File: src/shared/uxc_regs.svh
// Purpose: Register offsets, field positions and reset values of the transceiver control block
// Assumes: 8-bit special-function register bus
// Notes:   Definitions only
`ifndef UXC_REGS_SVH
`define UXC_REGS_SVH
`define UXC_XCVR_CTRL_ADDR    8'hd7
`define UXC_XCVR_CTRL_RESET   8'h00
`define UXC_BIT_PULLUP_EN     7
`define UXC_BIT_PHY_EN        6
`define UXC_BIT_SPEED         5
`define UXC_BIT_TEST_HI       4
`define UXC_BIT_TEST_LO       3
`define UXC_BIT_DIFF_RX       2
`define UXC_BIT_DPLUS         1
`define UXC_BIT_DMINUS        0
`define UXC_EP0_ADDR          8'h00
`define UXC_IN_DIR_BIT        7
`define UXC_NUM_EP_PAIRS      3
`define UXC_NUM_PIPES         8
`endif

File: src/shared/uxc_pkg.sv
// Purpose: Types of the transceiver control block
// Assumes: Nothing beyond the register header
// Notes:   Test mode encoding follows the two-bit test field
package uxc_pkg;
  typedef enum logic [1:0] {
    UXC_TEST_NORMAL = 2'h0,
    UXC_TEST_DIFF1  = 2'h1,
    UXC_TEST_DIFF0  = 2'h2,
    UXC_TEST_SE0    = 2'h3
  } uxc_test_mode_t;
endpackage

File: src/shared/uxc_ep_if.sv
// Purpose: Endpoint lookup carrier between the control block and its decoder
// Assumes: One clock
// Notes:   Token endpoint address in, pipe hit out
`timescale 1ns/1ps
`default_nettype none
interface uxc_ep_if;
  logic [7:0] ep_addr;
  logic       ep_valid;
  logic       ep_hit;
  logic [2:0] ep_pipe;
  modport ctrl (output ep_addr, output ep_valid, input ep_hit, input ep_pipe);
  modport dec  (input ep_addr, input ep_valid, output ep_hit, output ep_pipe);
endinterface
`default_nettype wire

File: src/rtl/uxc_ep_decode.sv
// Purpose: Map a protocol endpoint address onto one of seven pipes (0..6)
// Assumes: Address stable while valid
// Notes:   Pipe 0 is the control endpoint, matched only at address 0x00 (not 0x80); result registered
`timescale 1ns/1ps
`default_nettype none
`include "uxc_regs.svh"
module uxc_ep_decode (
  input  wire logic sys_clk_i,
  input  wire logic resetn_i,
  uxc_ep_if.dec     ep
);
  logic       hit_reg, hit_next;
  logic [2:0] pipe_reg, pipe_next;
  logic [`UXC_NUM_EP_PAIRS:0] match;

  // One match line per endpoint number
  genvar g;
  generate
    for (g = 0; g <= `UXC_NUM_EP_PAIRS; g++) begin : gen_match
      if (g == 0) begin : gen_ctl
        assign match[g] = (ep.ep_addr == `UXC_EP0_ADDR);
      end else begin : gen_pair
        assign match[g] = (ep.ep_addr[6:0] == 7'(g));
      end
    end
  endgenerate

  always_comb begin
    hit_next  = 1'b0;
    pipe_next = 3'h0;
    for (int i = 0; i <= `UXC_NUM_EP_PAIRS; i++) begin
      if (ep.ep_valid && match[i]) begin
        hit_next = 1'b1;
        // IN pipes 1..3 sit at indices 4..6, OUT pipes 1..3 at 1..3
        if (i != 0 && ep.ep_addr[`UXC_IN_DIR_BIT]) begin
          pipe_next = 3'(i + `UXC_NUM_EP_PAIRS);
        end else begin
          pipe_next = 3'(i);
        end
      end
    end
  end

  always_ff @(posedge sys_clk_i) begin
    if (!resetn_i) begin
      hit_reg  <= 1'b0;
      pipe_reg <= 3'h0;
    end else begin
      hit_reg  <= hit_next;
      pipe_reg <= pipe_next;
    end
  end

  assign ep.ep_hit  = hit_reg;
  assign ep.ep_pipe = pipe_reg;
endmodule
`default_nettype wire

File: src/rtl/uxc_xcvr_ctrl.sv
// Purpose: Transceiver control register, pull-up steering, test drive, line status and endpoint lookup
// Assumes: Register bus and line inputs synchronous to sys_clk_i
// Notes:   Function role only; no host logic exists here
`timescale 1ns/1ps
`default_nettype none
`include "uxc_regs.svh"
module uxc_xcvr_ctrl
  import uxc_pkg::*;
(
  input  wire logic       sys_clk_i,
  input  wire logic       resetn_i,
  input  wire logic [7:0] sfr_addr_i,
  input  wire logic       sfr_wr_i,
  input  wire logic       sfr_rd_i,
  input  wire logic [7:0] sfr_wdata_i,
  output logic      [7:0] sfr_rdata_o,
  output logic            sfr_sel_o,
  input  wire logic       vbus_present_i,
  input  wire logic       dplus_level_i,
  input  wire logic       dminus_level_i,
  input  wire logic       diff_rx_i,
  input  wire logic [7:0] token_ep_addr_i,
  input  wire logic       token_valid_i,
  output logic            ep_hit_o,
  output logic      [2:0] ep_pipe_o,
  output logic            full_speed_o,
  output logic            phy_enable_o,
  output logic            pullup_dplus_o,
  output logic            pullup_dminus_o,
  output logic            dplus_out_o,
  output logic            dplus_oe_o,
  output logic            dminus_out_o,
  output logic            dminus_oe_o
);
  logic [4:0]     ctrl_reg, ctrl_next;
  logic [2:0]     stat_reg, stat_next;
  logic [7:0]     rdata_reg, rdata_next;
  logic           sel_reg, sel_next;
  logic           hit_reg, hit_next;
  logic [2:0]     pipe_reg, pipe_next;
  logic [3:0]     steer_reg, steer_next;
  logic [3:0]     test_reg, test_next;
  logic           pullup_en, phy_en, speed;
  uxc_test_mode_t test_mode;
  logic           hit_sel;

  uxc_ep_if ep_bus ();

  assign ep_bus.ep_addr  = token_ep_addr_i;
  assign ep_bus.ep_valid = token_valid_i && phy_en;

  uxc_ep_decode u_ep_decode (
    .sys_clk_i (sys_clk_i),
    .resetn_i  (resetn_i),
    .ep        (ep_bus.dec)
  );

  // ctrl_reg holds bits 7..3 of the register
  assign pullup_en = ctrl_reg[`UXC_BIT_PULLUP_EN - `UXC_BIT_TEST_LO];
  assign phy_en    = ctrl_reg[`UXC_BIT_PHY_EN - `UXC_BIT_TEST_LO];
  assign speed     = ctrl_reg[`UXC_BIT_SPEED - `UXC_BIT_TEST_LO];
  assign test_mode = uxc_test_mode_t'(ctrl_reg[1:0]);
  assign hit_sel   = (sfr_addr_i == `UXC_XCVR_CTRL_ADDR);

  // Register write path; status bits are never stored from the bus
  always_comb begin
    ctrl_next = ctrl_reg;
    if (sfr_wr_i && hit_sel) begin
      ctrl_next = sfr_wdata_i[7:3];
    end
  end

  // Live line status; differential value held at zero while suspended
  always_comb begin
    stat_next = {diff_rx_i && phy_en, dplus_level_i, dminus_level_i};
  end

  always_comb begin
    rdata_next = 8'h00;
    sel_next   = sfr_rd_i && hit_sel;
    if (sfr_rd_i && hit_sel) begin
      rdata_next = {ctrl_reg, stat_reg};
    end
  end

  always_comb begin
    hit_next  = ep_bus.ep_hit;
    pipe_next = ep_bus.ep_pipe;
  end

  // Steering: {full_speed, phy_en, pu_dp, pu_dm}; speed picks the line, bus power gates it
  always_comb begin
    logic pu_on;
    pu_on      = pullup_en && vbus_present_i;
    steer_next = {speed, phy_en, pu_on && speed, pu_on && !speed};
  end

  // Test drive: {dp_out, dp_oe, dm_out, dm_oe}; pins driven only while the transceiver is on
  always_comb begin
    logic dp_v, dm_v, oe;
    dp_v = 1'b0;
    dm_v = 1'b0;
    oe   = phy_en && (test_mode != UXC_TEST_NORMAL);
    case (test_mode)
      UXC_TEST_NORMAL: begin
        dp_v = 1'b0;
        dm_v = 1'b0;
      end
      UXC_TEST_DIFF1: begin
        dp_v = 1'b1;
        dm_v = 1'b0;
      end
      UXC_TEST_DIFF0: begin
        dp_v = 1'b0;
        dm_v = 1'b1;
      end
      UXC_TEST_SE0: begin
        dp_v = 1'b0;
        dm_v = 1'b0;
      end
      default: begin
        dp_v = 1'b0;
        dm_v = 1'b0;
      end
    endcase
    test_next = {dp_v, oe, dm_v, oe};
  end

  // Control field: the only state software writes
  always_ff @(posedge sys_clk_i) begin
    if (!resetn_i) begin
      ctrl_reg <= 5'(`UXC_XCVR_CTRL_RESET >> `UXC_BIT_TEST_LO);
    end else begin
      ctrl_reg <= ctrl_next;
    end
  end

  // Line status sampled every cycle, so a read returns levels one cycle old
  always_ff @(posedge sys_clk_i) begin
    if (!resetn_i) begin
      stat_reg <= 3'h0;
    end else begin
      stat_reg <= stat_next;
    end
  end

  // Read return stands for one cycle after the read
  always_ff @(posedge sys_clk_i) begin
    if (!resetn_i) begin
      rdata_reg <= 8'h00;
      sel_reg   <= 1'b0;
    end else begin
      rdata_reg <= rdata_next;
      sel_reg   <= sel_next;
    end
  end

  // Second stage of the endpoint lookup
  always_ff @(posedge sys_clk_i) begin
    if (!resetn_i) begin
      hit_reg  <= 1'b0;
      pipe_reg <= 3'h0;
    end else begin
      hit_reg  <= hit_next;
      pipe_reg <= pipe_next;
    end
  end

  // Pull-up steering outputs
  always_ff @(posedge sys_clk_i) begin
    if (!resetn_i) begin
      steer_reg <= 4'h0;
    end else begin
      steer_reg <= steer_next;
    end
  end

  // Forced line drive outputs
  always_ff @(posedge sys_clk_i) begin
    if (!resetn_i) begin
      test_reg <= 4'h0;
    end else begin
      test_reg <= test_next;
    end
  end

  assign sfr_rdata_o     = rdata_reg;
  assign sfr_sel_o       = sel_reg;
  assign ep_hit_o        = hit_reg;
  assign ep_pipe_o       = pipe_reg;
  assign full_speed_o    = steer_reg[3];
  assign phy_enable_o    = steer_reg[2];
  assign pullup_dplus_o  = steer_reg[1];
  assign pullup_dminus_o = steer_reg[0];
  assign dplus_out_o     = test_reg[3];
  assign dplus_oe_o      = test_reg[2];
  assign dminus_out_o    = test_reg[1];
  assign dminus_oe_o     = test_reg[0];
endmodule
`default_nettype wire

File: config.mk
export PLATFORM = sky130hd
export DESIGN_NAME = uxc_xcvr_ctrl
export DESIGN_NICKNAME = d
export VERILOG_FILES = /design/src/shared/uxc_pkg.sv /design/src/shared/uxc_ep_if.sv /design/src/rtl/uxc_ep_decode.sv /design/src/rtl/uxc_xcvr_ctrl.sv
export VERILOG_INCLUDE_DIRS = /design/src /design/src/shared
export SDC_FILE = /design/constraint.sdc
export NUM_CORES = 1
export LEC_CHECK = 0
export ABC_AREA = 1
export BUFFER_PORTS_ARGS = -buffer_cell sky130_fd_sc_hd__buf_2
export CAP_MARGIN = 20
export CORE_ASPECT_RATIO = 2
export CORE_UTILIZATION = 45
export DETAILED_ROUTE_END_ITERATION = 7
export PLACE_DENSITY = 0.85
export RECOVER_POWER = 50
export SLEW_MARGIN = 20
export SYNTH_ARGS = -nofsm -noshare
export SYNTH_HDL_FRONTEND = slang
export SYNTH_HIERARCHICAL = 1
export SYNTH_SLANG_ARGS = --single-unit
File: constraint.sdc
create_clock -name sys_clk_i -period 1.2 [get_ports sys_clk_i]
set_clock_uncertainty 0.2 [all_clocks]
set_input_delay 0.06 -clock sys_clk_i [delete_from_list [all_inputs] [get_ports sys_clk_i]]
set_output_delay 0.06 -clock sys_clk_i [all_outputs]
set_load 0.005 [all_outputs]
==> flow_summary_export.csv, run 1 <==
group,metric,value,unit
finish,fin_util,72.2,%
setup_path,worstSetupEndpointType,"register",
setup_path,path_class,"primary input to register",
finish,layout-drive-gt1-share,33.6,%
grt,grt_max_degree,15,
floorplan,fp.coreArea,2410,µm²
min_path,hold-path-endpoint,"ep_hit_o",
placed_design,dp_hpwl,1670,µm
finish,fillers,197,
route,vias,1090,
synth,yosys.area_share.xor_xnor,0,%
setup_path,crit_arrival,1.20,ns
sta,relSlewSlack,81.2,%
sta,drv_slew,0,
route,viasPerCell,4.47,
synth,ys.warnings.count,6,
setup_path,worst-path-max-fanout,2,
synth,synthMuxAreaShare,0,%
placed_design,routabilityCongestion,0.676,
clock_network,cts_made_buffers,5,
setup_path,crit_path_start_kind,"primary input",
setup_path,r2r_end,"u_ep_decode/ep.ep_pipe[0]",
finish,final_common_cell,"buf_2",
grt,grt_pass1_wl,3820,µm
synth,synthCells,144,
synth,yosys.area_share.simple,29.3,%
finish,largest_reg_flops,8,
route,wl,2450,µm
synth,syn_area,1170,µm²
setup_path,worst_r2r_path_depth,8,
synth,postSynthAreaPerCell,8.13,µm²
route,drt-initial-drc-count,18,
floorplan,io-pin-count,54,
clock_network,cts_tree,"yes",
sta,fin_tns_setup,0,ns
sta,period_share,98.6,%
clock_network,ctsHoldBuffers,17,
synth,synthesis.nets,177,
finish,final_cell_area,1740,µm²
setup_path,crit_required,1.22,ns
setup_path,crit_path_top_delay_cell,"dlygate4sd3_1",
synth,ys_seq_area_share,54.7,%
floorplan,fp.dieArea,2820,µm²
sta,fmax,845,MHz
finish,most-common-layout-cells,"45 x buf_2, 36 x inv_1, 31 x dfxtp_1",
synth,synth_compound_area_share,2.46,%
setup_path,crit_chain,"dlygate4sd3_1 -> buf_2 -> inv_1 -> nand3_2 -> nor2_2 -> nand2_1 -> a21oi_2",
floorplan,die_h,74.1,µm
sta,finalHoldViolations,16,
sta,setup_viol,0,
min_path,hold_class,"primary input to register",
synth,synth_cell_types,20,
finish,antenna_cells,0,
power_and_ir_drop,power_density,1280,nW/µm²
synth,ys_seq_elements,32,
setup_path,cpPeakStageDelay,0.53,ns
route,final_antenna_net_count,0,
floorplan,die_w,38.1,µm
synth,synth-adder-area-share,0,%
finish,syn2layout_area_growth,48.4,%
outcome,violations,"negative hold slack",
clock_network,clkTransAtPathRegs,0.06,ns
clock_network,htreeDepth,2,
route,wl_per_cell,10.0,µm
setup_path,r2r_slack,0.03,ns
floorplan,start_util,48.6,%
clock_network,clk_latency,0.28,ns
outcome,status,"complete, but fails checks",
synth,synth_top_family_by_area,"simple AND/OR/NAND/NOR gates",
min_path,hold_depth,3,
sta,whs,-0.0739,ns
setup_path,r2r-start,"ctrl_reg[3]",
grt,antenna_found_initial,0,
floorplan,rows,25,
run,max_cap_viol_count,0,
sta,tightestPinTransition,0.281,ns
placed_design,dpl_cell_area,1460,µm²
sta,period_minus_slack,1.18,ns
clock_network,cts_sinks,32,
setup_path,setup.worst_path.start,"token_ep_addr_i[6]",
power_and_ir_drop,total_power,2.23,mW
min_path,min-delay-start,"resetn_i",
clock_network,clk_path_buf_depth,2,
clock_network,root_buffer,"clkbuf_8",
route,dr.pass1.iters,3,
finish,final_cells,244,
placed_design,dp.cells,221,
grt,grt_pass1_vias,1001,
grt,overflow,0,
grt,grtUsageTotal,19.4,%
placed_design,numPortBuffers,50,
finish,nets,249,
power_and_ir_drop,power.leakage,0.951,nW
power_and_ir_drop,peakVddDrop,1.10,mV
route,route.detailed.drc,0,
## final cells by class
cell class	count	area, µm²	share of cell area, %
Clock inverter	3	42.5	2.45
Inverter	39	146	8.42
Tap cell	27	33.8	1.94
Clock buffer	5	68.8	3.96
Multi-Input combinational cell	71	383	22.0
Timing Repair Buffer	67	422	24.3
Sequential cell	32	642	36.9
## routing by layer
layer | up-vias | routed length (µm) | global-route usage, %
met4 | 0 | 59 | 12.7
met3 | 6 | 85 | 4.48
met5 | - | 0 | 0
met2 | 30 | 1450 | 35.2
met1 | 486 | 852 | 18.0
li1 | 568 | - | -
## synthesized netlist by cell type, drive strengths merged
cell | instances | share of area (%)
inv | 39 | 12
nor2 | 21 | 9.1
dfxtp | 32 | 55
a21oi | 2 | 0.85
nor3 | 4 | 1.7
o21ai | 2 | 0.85
nand3 | 2 | 2.4
and3 | 1 | 0.53
nand2 | 30 | 10
buf | 2 | 1.1
o2111ai | 1 | 0.75
nand4 | 8 | 5.6
## power breakdown
group | total, mW | switching (mW) | leakage (nW) | internal [mW]
logic | 0.158 | 0.0710 | 0.638 | 0.0868
registers | 1.07 | 0.00112 | 0.259 | 1.07
clock network | 1.00 | 0.387 | 0.0541 | 0.613
total | 2.23 | 0.459 | 0.951 | 1.77
## worst max-delay path: cells and delay by family
family / cells / cell delay (ns)
AO/OA/AOI/OAI: 1 / 0.12
buffers and inverters: 3 / 0.74
AND/OR/NAND/NOR: 3 / 0.28
## kinds of logic (layout without fill, tap and decap cells)
kind of cell | Yosys count | count (layout)
flops | 32 | 32
simple gates | 66 | 66
compound gates | 5 | 5
buf+inv | 41 | 114
## how the worst max path moves through the flow
stage                                      endpoint  cells past startpoint
after floorplan           u_ep_decode/ep.ep_pipe[0]                      7
after CTS                 u_ep_decode/ep.ep_pipe[0]                      8
after detailed placement  u_ep_decode/ep.ep_pipe[0]                      7
after global placement    u_ep_decode/ep.ep_pipe[0]                      7
after global routing      u_ep_decode/ep.ep_pipe[0]                      8
final                     u_ep_decode/ep.ep_pipe[0]                      7
## metrics by stage
step	worst slack (ns)	hold slack (ns)
CTS	0.000636	-0.127
detailed placement	-0.00851	0.0520
finish	0.0168	-0.0739
floorplan	0.0647	-0.0424
global placement	0.0515	0.0458
global route	-0.0291	-0.0567
## timing repair
item / in CTS / in global routing
resized for setup: 1 / 8
hold endpoints to repair: 27 / 10
pin swaps: 0 / 7
setup buffers: 0 / 1
endpoints found under the setup margin: 1 / 4
cloned: 0 / 0
Power figures use the tool's default switching activity.
==> run 2, diff against run 1 <==
Settings changed: CORE_UTILIZATION 45 to 40, PLACE_DENSITY 0.85 to 0.81.
Clock period 1.2 ns to 0.98 ns, I/O delays scaled along.
==> run 2 against run 1 <==
  * Combinational power is 4% higher
  * Sequential power up 22%
  * Largest cell class unchanged
  * Clock-buffer cell count up 2
  * Critical endpoint unchanged
  * Highest routed layer unchanged
  * The flow finishes with violations (negative hold slack, negative setup slack)
  * Via count decreased by 1.9%
  * Design area down 1.9%
  * Critical path depth grew 1
  * Largest power group is now clock
  * Die area grew 12%
  * Global-route usage decreased by 1.9 points
  * First-iteration DRC count shrank 28%
  * Setup slack worse by 0.19 ns
  * Sequential share of layout area is 1.0 points higher
  * Sequential cell count unchanged
==> flow_summary_export.csv, run 2 (synthesized netlist as in run 1, its figures left out) <==
group,metric,value,unit
outcome,status,"complete, but fails checks",
outcome,violations,"negative hold slack, negative setup slack",
setup_path,r2r_slack,-0.17,ns
sta,fmax,869,MHz
finish,fillers,261,
sta,drv_slew,0,
finish,fin_util,61.6,%
setup_path,crit_required,0.99,ns
power_and_ir_drop,power.leakage,0.935,nW
floorplan,fp.dieArea,3160,µm²
grt,met2_usage,30.5,%
clock_network,cts_made_buffers,5,
finish,layout-drive-gt1-share,40.4,%
grt,grt_pass1_vias,1014,
placed_design,routabilityCongestion,0.791,
route,wl,2320,µm
power_and_ir_drop,power_density,1650,nW/µm²
clock_network,clkTransAtPathRegs,0.06,ns
setup_path,r2r-start,"ctrl_reg[3]",
finish,final_common_cell,"buf_2",
route,wl_per_cell,9.79,µm
route,viasPerCell,4.51,
finish,antenna_cells,0,
route,route.detailed.drc,0,
route,dr.pass1.iters,4,
setup_path,endpoint,"u_ep_decode/ep.ep_pipe[0]",
route,vias,1069,
grt,grtUsageTotal,17.5,%
grt,grt.busiest_layer,"met2",
sta,period_minus_slack,1.15,ns
clock_network,clk_path_buf_depth,2,
sta,finalHoldViolations,21,
sta,rsz0062_at_grt,"true",
clock_network,cts_setup_buffers,0,
sta,worst_slack,-0.171,ns
floorplan,die_h,78.5,µm
grt,grt_pass1_wl,3830,µm
finish,largest_reg_flops,8,
grt,grt_util_met3,3.67,%
floorplan,rows,27,
grt,overflow,0,
grt,grtUsageMet1,15.4,%
power_and_ir_drop,peakVddDrop,0.864,mV
grt,grt_max_degree,12,
route,final_antenna_net_count,0,
clock_network,cts_sinks,32,
run,max_cap_viol_count,0,
finish,final_cell_area,1710,µm²
clock_network,root_buffer,"clkbuf_8",
clock_network,ctsHoldBuffers,9,
floorplan,start_util,42.3,%
finish,nets,240,
setup_path,setup.worst_path.start,"ctrl_reg[3]",
sta,whs,-0.130,ns
floorplan,io-pin-count,54,
clock_network,cts_tree,"yes",
setup_path,r2r_end,"u_ep_decode/ep.ep_pipe[0]",
sta,tightestPinTransition,0.317,ns
sta,relSlewSlack,78.7,%
finish,multiInputGateArea,388,µm²
sta,setup_viol,4,
floorplan,die_w,40.3,µm
finish,register_area,647,µm²
clock_network,htreeDepth,2,
placed_design,dpl_cell_area,1460,µm²
sta,period_share,117,%
floorplan,fp.coreArea,2770,µm²
setup_path,crit_arrival,1.16,ns
placed_design,dp_hpwl,1620,µm
grt,antenna_found_initial,0,
setup_path,worstSetupEndpointType,"register",
power_and_ir_drop,total_power,2.82,mW
setup_path,worst-path-max-fanout,4,
finish,most-common-layout-cells,"44 x buf_2, 34 x inv_1, 27 x dfxtp_1",
setup_path,crit_path_start_kind,"register",
setup_path,path_class,"register to register",
min_path,hold_class,"primary input to register",
route,drt-initial-drc-count,13,
placed_design,numPortBuffers,50,
setup_path,worst_r2r_path_depth,8,
clock_network,clk_latency,0.27,ns
finish,syn2layout_area_growth,45.6,%
-- run 2: repair_timing --
action,in CTS,in global routing
endpoints found under the hold margin,27,19
resized for setup,3,16
pin swaps,1,1
setup endpoints to repair,4,14
-- run 2: metrics by stage --
step | TNS [ns] | std cells | worst slack, ns
floorplan | -0.264 | 144 | -0.0899
detailed placement | -1.86 | 223 | -0.181
finish | -0.562 | 237 | -0.171
global route | -0.986 | 237 | -0.233
global placement | -1.32 | 223 | -0.111
CTS | -0.520 | 240 | -0.158
-- run 2: area by class of cell --
class	count	share of cell area (%)
flip-flops and latches	32	37.9
multi-input cells	71	22.7
repair buffers	58	21.2
inverters	39	8.58
clock buffers	7	5.65
well taps	29	2.13
clock inverters	1	1.76
-- run 2: worst min-delay path by stage --
stage | startpoint | cells past startpoint | slack, ns | to
after floorplan | dminus_level_i | 2 | -0.05 | stat_reg[0]
after global placement | dplus_level_i | 3 | 0.03 | stat_reg[1]
after detailed placement | dplus_level_i | 3 | 0.04 | stat_reg[1]
after CTS | token_ep_addr_i[6] | 4 | -0.13 | u_ep_decode/ep.ep_hit
after global routing | token_ep_addr_i[6] | 4 | -0.11 | u_ep_decode/ep.ep_pipe[1]
final | token_ep_addr_i[6] | 4 | -0.13 | u_ep_decode/ep.ep_pipe[1]
-- run 2: critical path: stages (launching register included) --
cell and delay, ns:
dfxtp_2 0.33, nand2_2 0.05, inv_2 0.05, nand2_1 0.05, inv_1 0.06, nand2_2 0.09
nand2_2 0.08, nand2_2 0.07, a21oi_1 0.11
-- run 2: where the power goes --
part           total (mW)  internal [mW]  switching (mW)  leakage, nW
registers            1.31           1.31         0.00150        0.261
clock network        1.35          0.896           0.449       0.0645
logic               0.164         0.0828          0.0816        0.610
-- run 2: routing by layer --
metal,wire length [µm],up-vias,part of all wire (%)
met5,0,-,0
met4,121,0,5.2
met3,107,11,4.6
met2,1320,39,57
met1,769,469,33
li1,-,550,-
==> run 3, diff against run 2 <==
Settings changed: TNS_END_PERCENT from default to 20.
==> run 3 against run 2 <==
  * The flow still finishes with violations (negative hold slack, negative setup slack)
  * Design area is 0.29% higher
  * Die area stayed put
  * Sequential cell count stayed put
  * Critical path depth stayed put
  * Cell count is 1.7% higher
  * Sequential power hardly changed
  * Maximum frequency is 0.51% higher
  * Critical endpoint unchanged
==> flow_summary_export.csv, run 3 (synthesized netlist as in run 1, its figures left out) <==
group,metric,value,unit
outcome,status,"complete, but fails checks",
outcome,violations,"negative hold slack, negative setup slack",
setup_path,worst_r2r_path_depth,8,
power_and_ir_drop,power.leakage,0.946,nW
route,route.detailed.drc,0,
setup_path,cpPeakStageDelay,0.33,ns
finish,register_area,647,µm²
floorplan,io-pin-count,54,
clock_network,root_buffer,"clkbuf_8",
clock_network,cts_sinks,32,
clock_network,htreeDepth,2,
finish,final_common_cell,"buf_2",
sta,fmax,873,MHz
setup_path,crit_path_top_delay_cell,"dfxtp_2",
sta,relSlewSlack,74.5,%
sta,worst_slack,-0.165,ns
clock_network,cts_tree,"yes",
sta,setup_viol,5,
clock_network,clk_latency,0.28,ns
sta,drv_slew,0,
sta,rsz0062_at_grt,"true",
power_and_ir_drop,peakVddDrop,1.10,mV
power_and_ir_drop,total_power,2.84,mW
setup_path,crit_arrival,1.16,ns
floorplan,die_h,78.5,µm
setup_path,r2r_slack,-0.17,ns
finish,syn2layout_area_growth,46.0,%
placed_design,numPortBuffers,50,
finish,antenna_cells,0,
setup_path,crit_path_start_kind,"register",
route,drt-initial-drc-count,32,
setup_path,r2r_end,"u_ep_decode/ep.ep_pipe[0]",
min_path,min-delay-start,"token_ep_addr_i[6]",
clock_network,cts_made_buffers,5,
grt,antenna_found_initial,0,
setup_path,r2r-start,"ctrl_reg[3]",
power_and_ir_drop,power_density,1660,nW/µm²
grt,grtUsageTotal,17.3,%
setup_path,crit_chain,"nand2_2 -> inv_2 -> nand2_1 -> inv_1 -> nand2_2 -> nor2_2 -> nand2_1 -> a21oi_2",
route,final_antenna_net_count,0,
min_path,hold_depth,4,
setup_path,worst-path-max-fanout,4,
placed_design,routabilityCongestion,0.804,
route,vias,1066,
min_path,hold_class,"primary input to register",
floorplan,fp.dieArea,3160,µm²
finish,fillers,253,
sta,period_share,117,%
setup_path,crit_required,1.00,ns
clock_network,clkTransAtPathRegs,0.07,ns
finish,fin_util,61.7,%
setup_path,worstSetupEndpointType,"register",
floorplan,start_util,42.3,%
floorplan,rows,27,
clock_network,clk_path_buf_depth,2,
finish,final_cell_area,1710,µm²
setup_path,path_class,"register to register",
route,dr.pass1.iters,4,
grt,overflow,0,
finish,largest_reg_flops,8,
floorplan,die_w,40.3,µm
finish,multiInputGateArea,392,µm²
placed_design,dpl_cell_area,1470,µm²
sta,period_minus_slack,1.15,ns
finish,layout-drive-gt1-share,40.6,%
run,max_cap_viol_count,0,
sta,tightestPinTransition,0.382,ns
grt,grt_pass1_wl,3730,µm
sta,whs,-0.146,ns
finish,most-common-layout-cells,"50 x buf_2, 36 x inv_1, 27 x dfxtp_1",
clock_network,cts_setup_buffers,0,
grt,grt_max_degree,11,
finish,nets,244,
grt,grt_pass1_vias,945,
placed_design,dp_hpwl,1650,µm
floorplan,fp.coreArea,2770,µm²
sta,finalHoldViolations,23,
min_path,hold-path-endpoint,"u_ep_decode/ep.ep_pipe[1]",
route,wl,2290,µm
route,wl_per_cell,9.51,µm
route,viasPerCell,4.42,
[run 3: cell count changes in the layout (fill, tap and decap cells not counted), moves of 2 or more]
cell and delta:
buf_2 +6, buf_6 -3, inv_1 +2, inv_2 -2
[run 3: what timing repair did]
item | 4_1_cts | 5_1_grt
resized for setup | 4 | 9
hold buffers | 8 | 1
endpoints found under the setup margin | 4 | 15
pin swaps | 1 | 2
hold endpoints to repair | 27 | 23
[run 3: how the worst max path moves through the flow]
stage	start	end	slack, ns	cells after the start
after global placement	ctrl_reg[3]	u_ep_decode/ep.ep_pipe[0]	-0.11	8
after floorplan	ctrl_reg[3]	u_ep_decode/ep.ep_pipe[0]	-0.09	7
final	ctrl_reg[3]	u_ep_decode/ep.ep_pipe[0]	-0.17	8
after detailed placement	ctrl_reg[3]	u_ep_decode/ep.ep_pipe[0]	-0.19	8
after CTS	ctrl_reg[3]	u_ep_decode/ep.ep_pipe[0]	-0.15	8
after global routing	ctrl_reg[3]	u_ep_decode/ep.ep_pipe[0]	-0.22	8
[run 3: area by class of cell]
class,instances,area share [%]
clock buffers,7,5.63
flip-flops and latches,32,37.8
repair buffers,62,21.2
inverters,39,8.56
clock inverters,1,1.76
well taps,29,2.12
multi-input cells,71,22.9
[run 3: metrics by stage]
stage	setup TNS [ns]	setup slack, ns	std cells
6_report	-0.572	-0.165	241
5_1_grt	-1.38	-0.215	241
4_1_cts	-0.525	-0.153	240
3_5_place_dp	-1.82	-0.191	224
3_3_place_gp	-1.36	-0.113	224
2_1_floorplan	-0.264	-0.0899	144
[run 3: routing by layer]
metal	GRT usage, %	part of all wire (%)	up-vias
li1	-	-	555
met1	15.7	36	466
met2	30.3	57	41
met3	5.93	4.8	4
met4	9.67	2.1	0
met5	0	0	-
[run 3: power breakdown]
part / internal [mW] / switching (mW) / total, mW
Clock: 0.896 / 0.467 / 1.36
Sequential: 1.31 / 0.00120 / 1.31
Combinational: 0.0886 / 0.0854 / 0.174
Total: 2.29 / 0.554 / 2.84
[run 3: worst max-delay path: cells and delay by family, from the launching register on]
| kind | cells | cell delay (ns) |
|---|---|---|
| AOI/OAI and AO/OA | 1 | 0.11 |
| buffers and inverters | 2 | 0.11 |
| DFF | 1 | 0.33 |
| and+or+nand+nor | 5 | 0.32 |
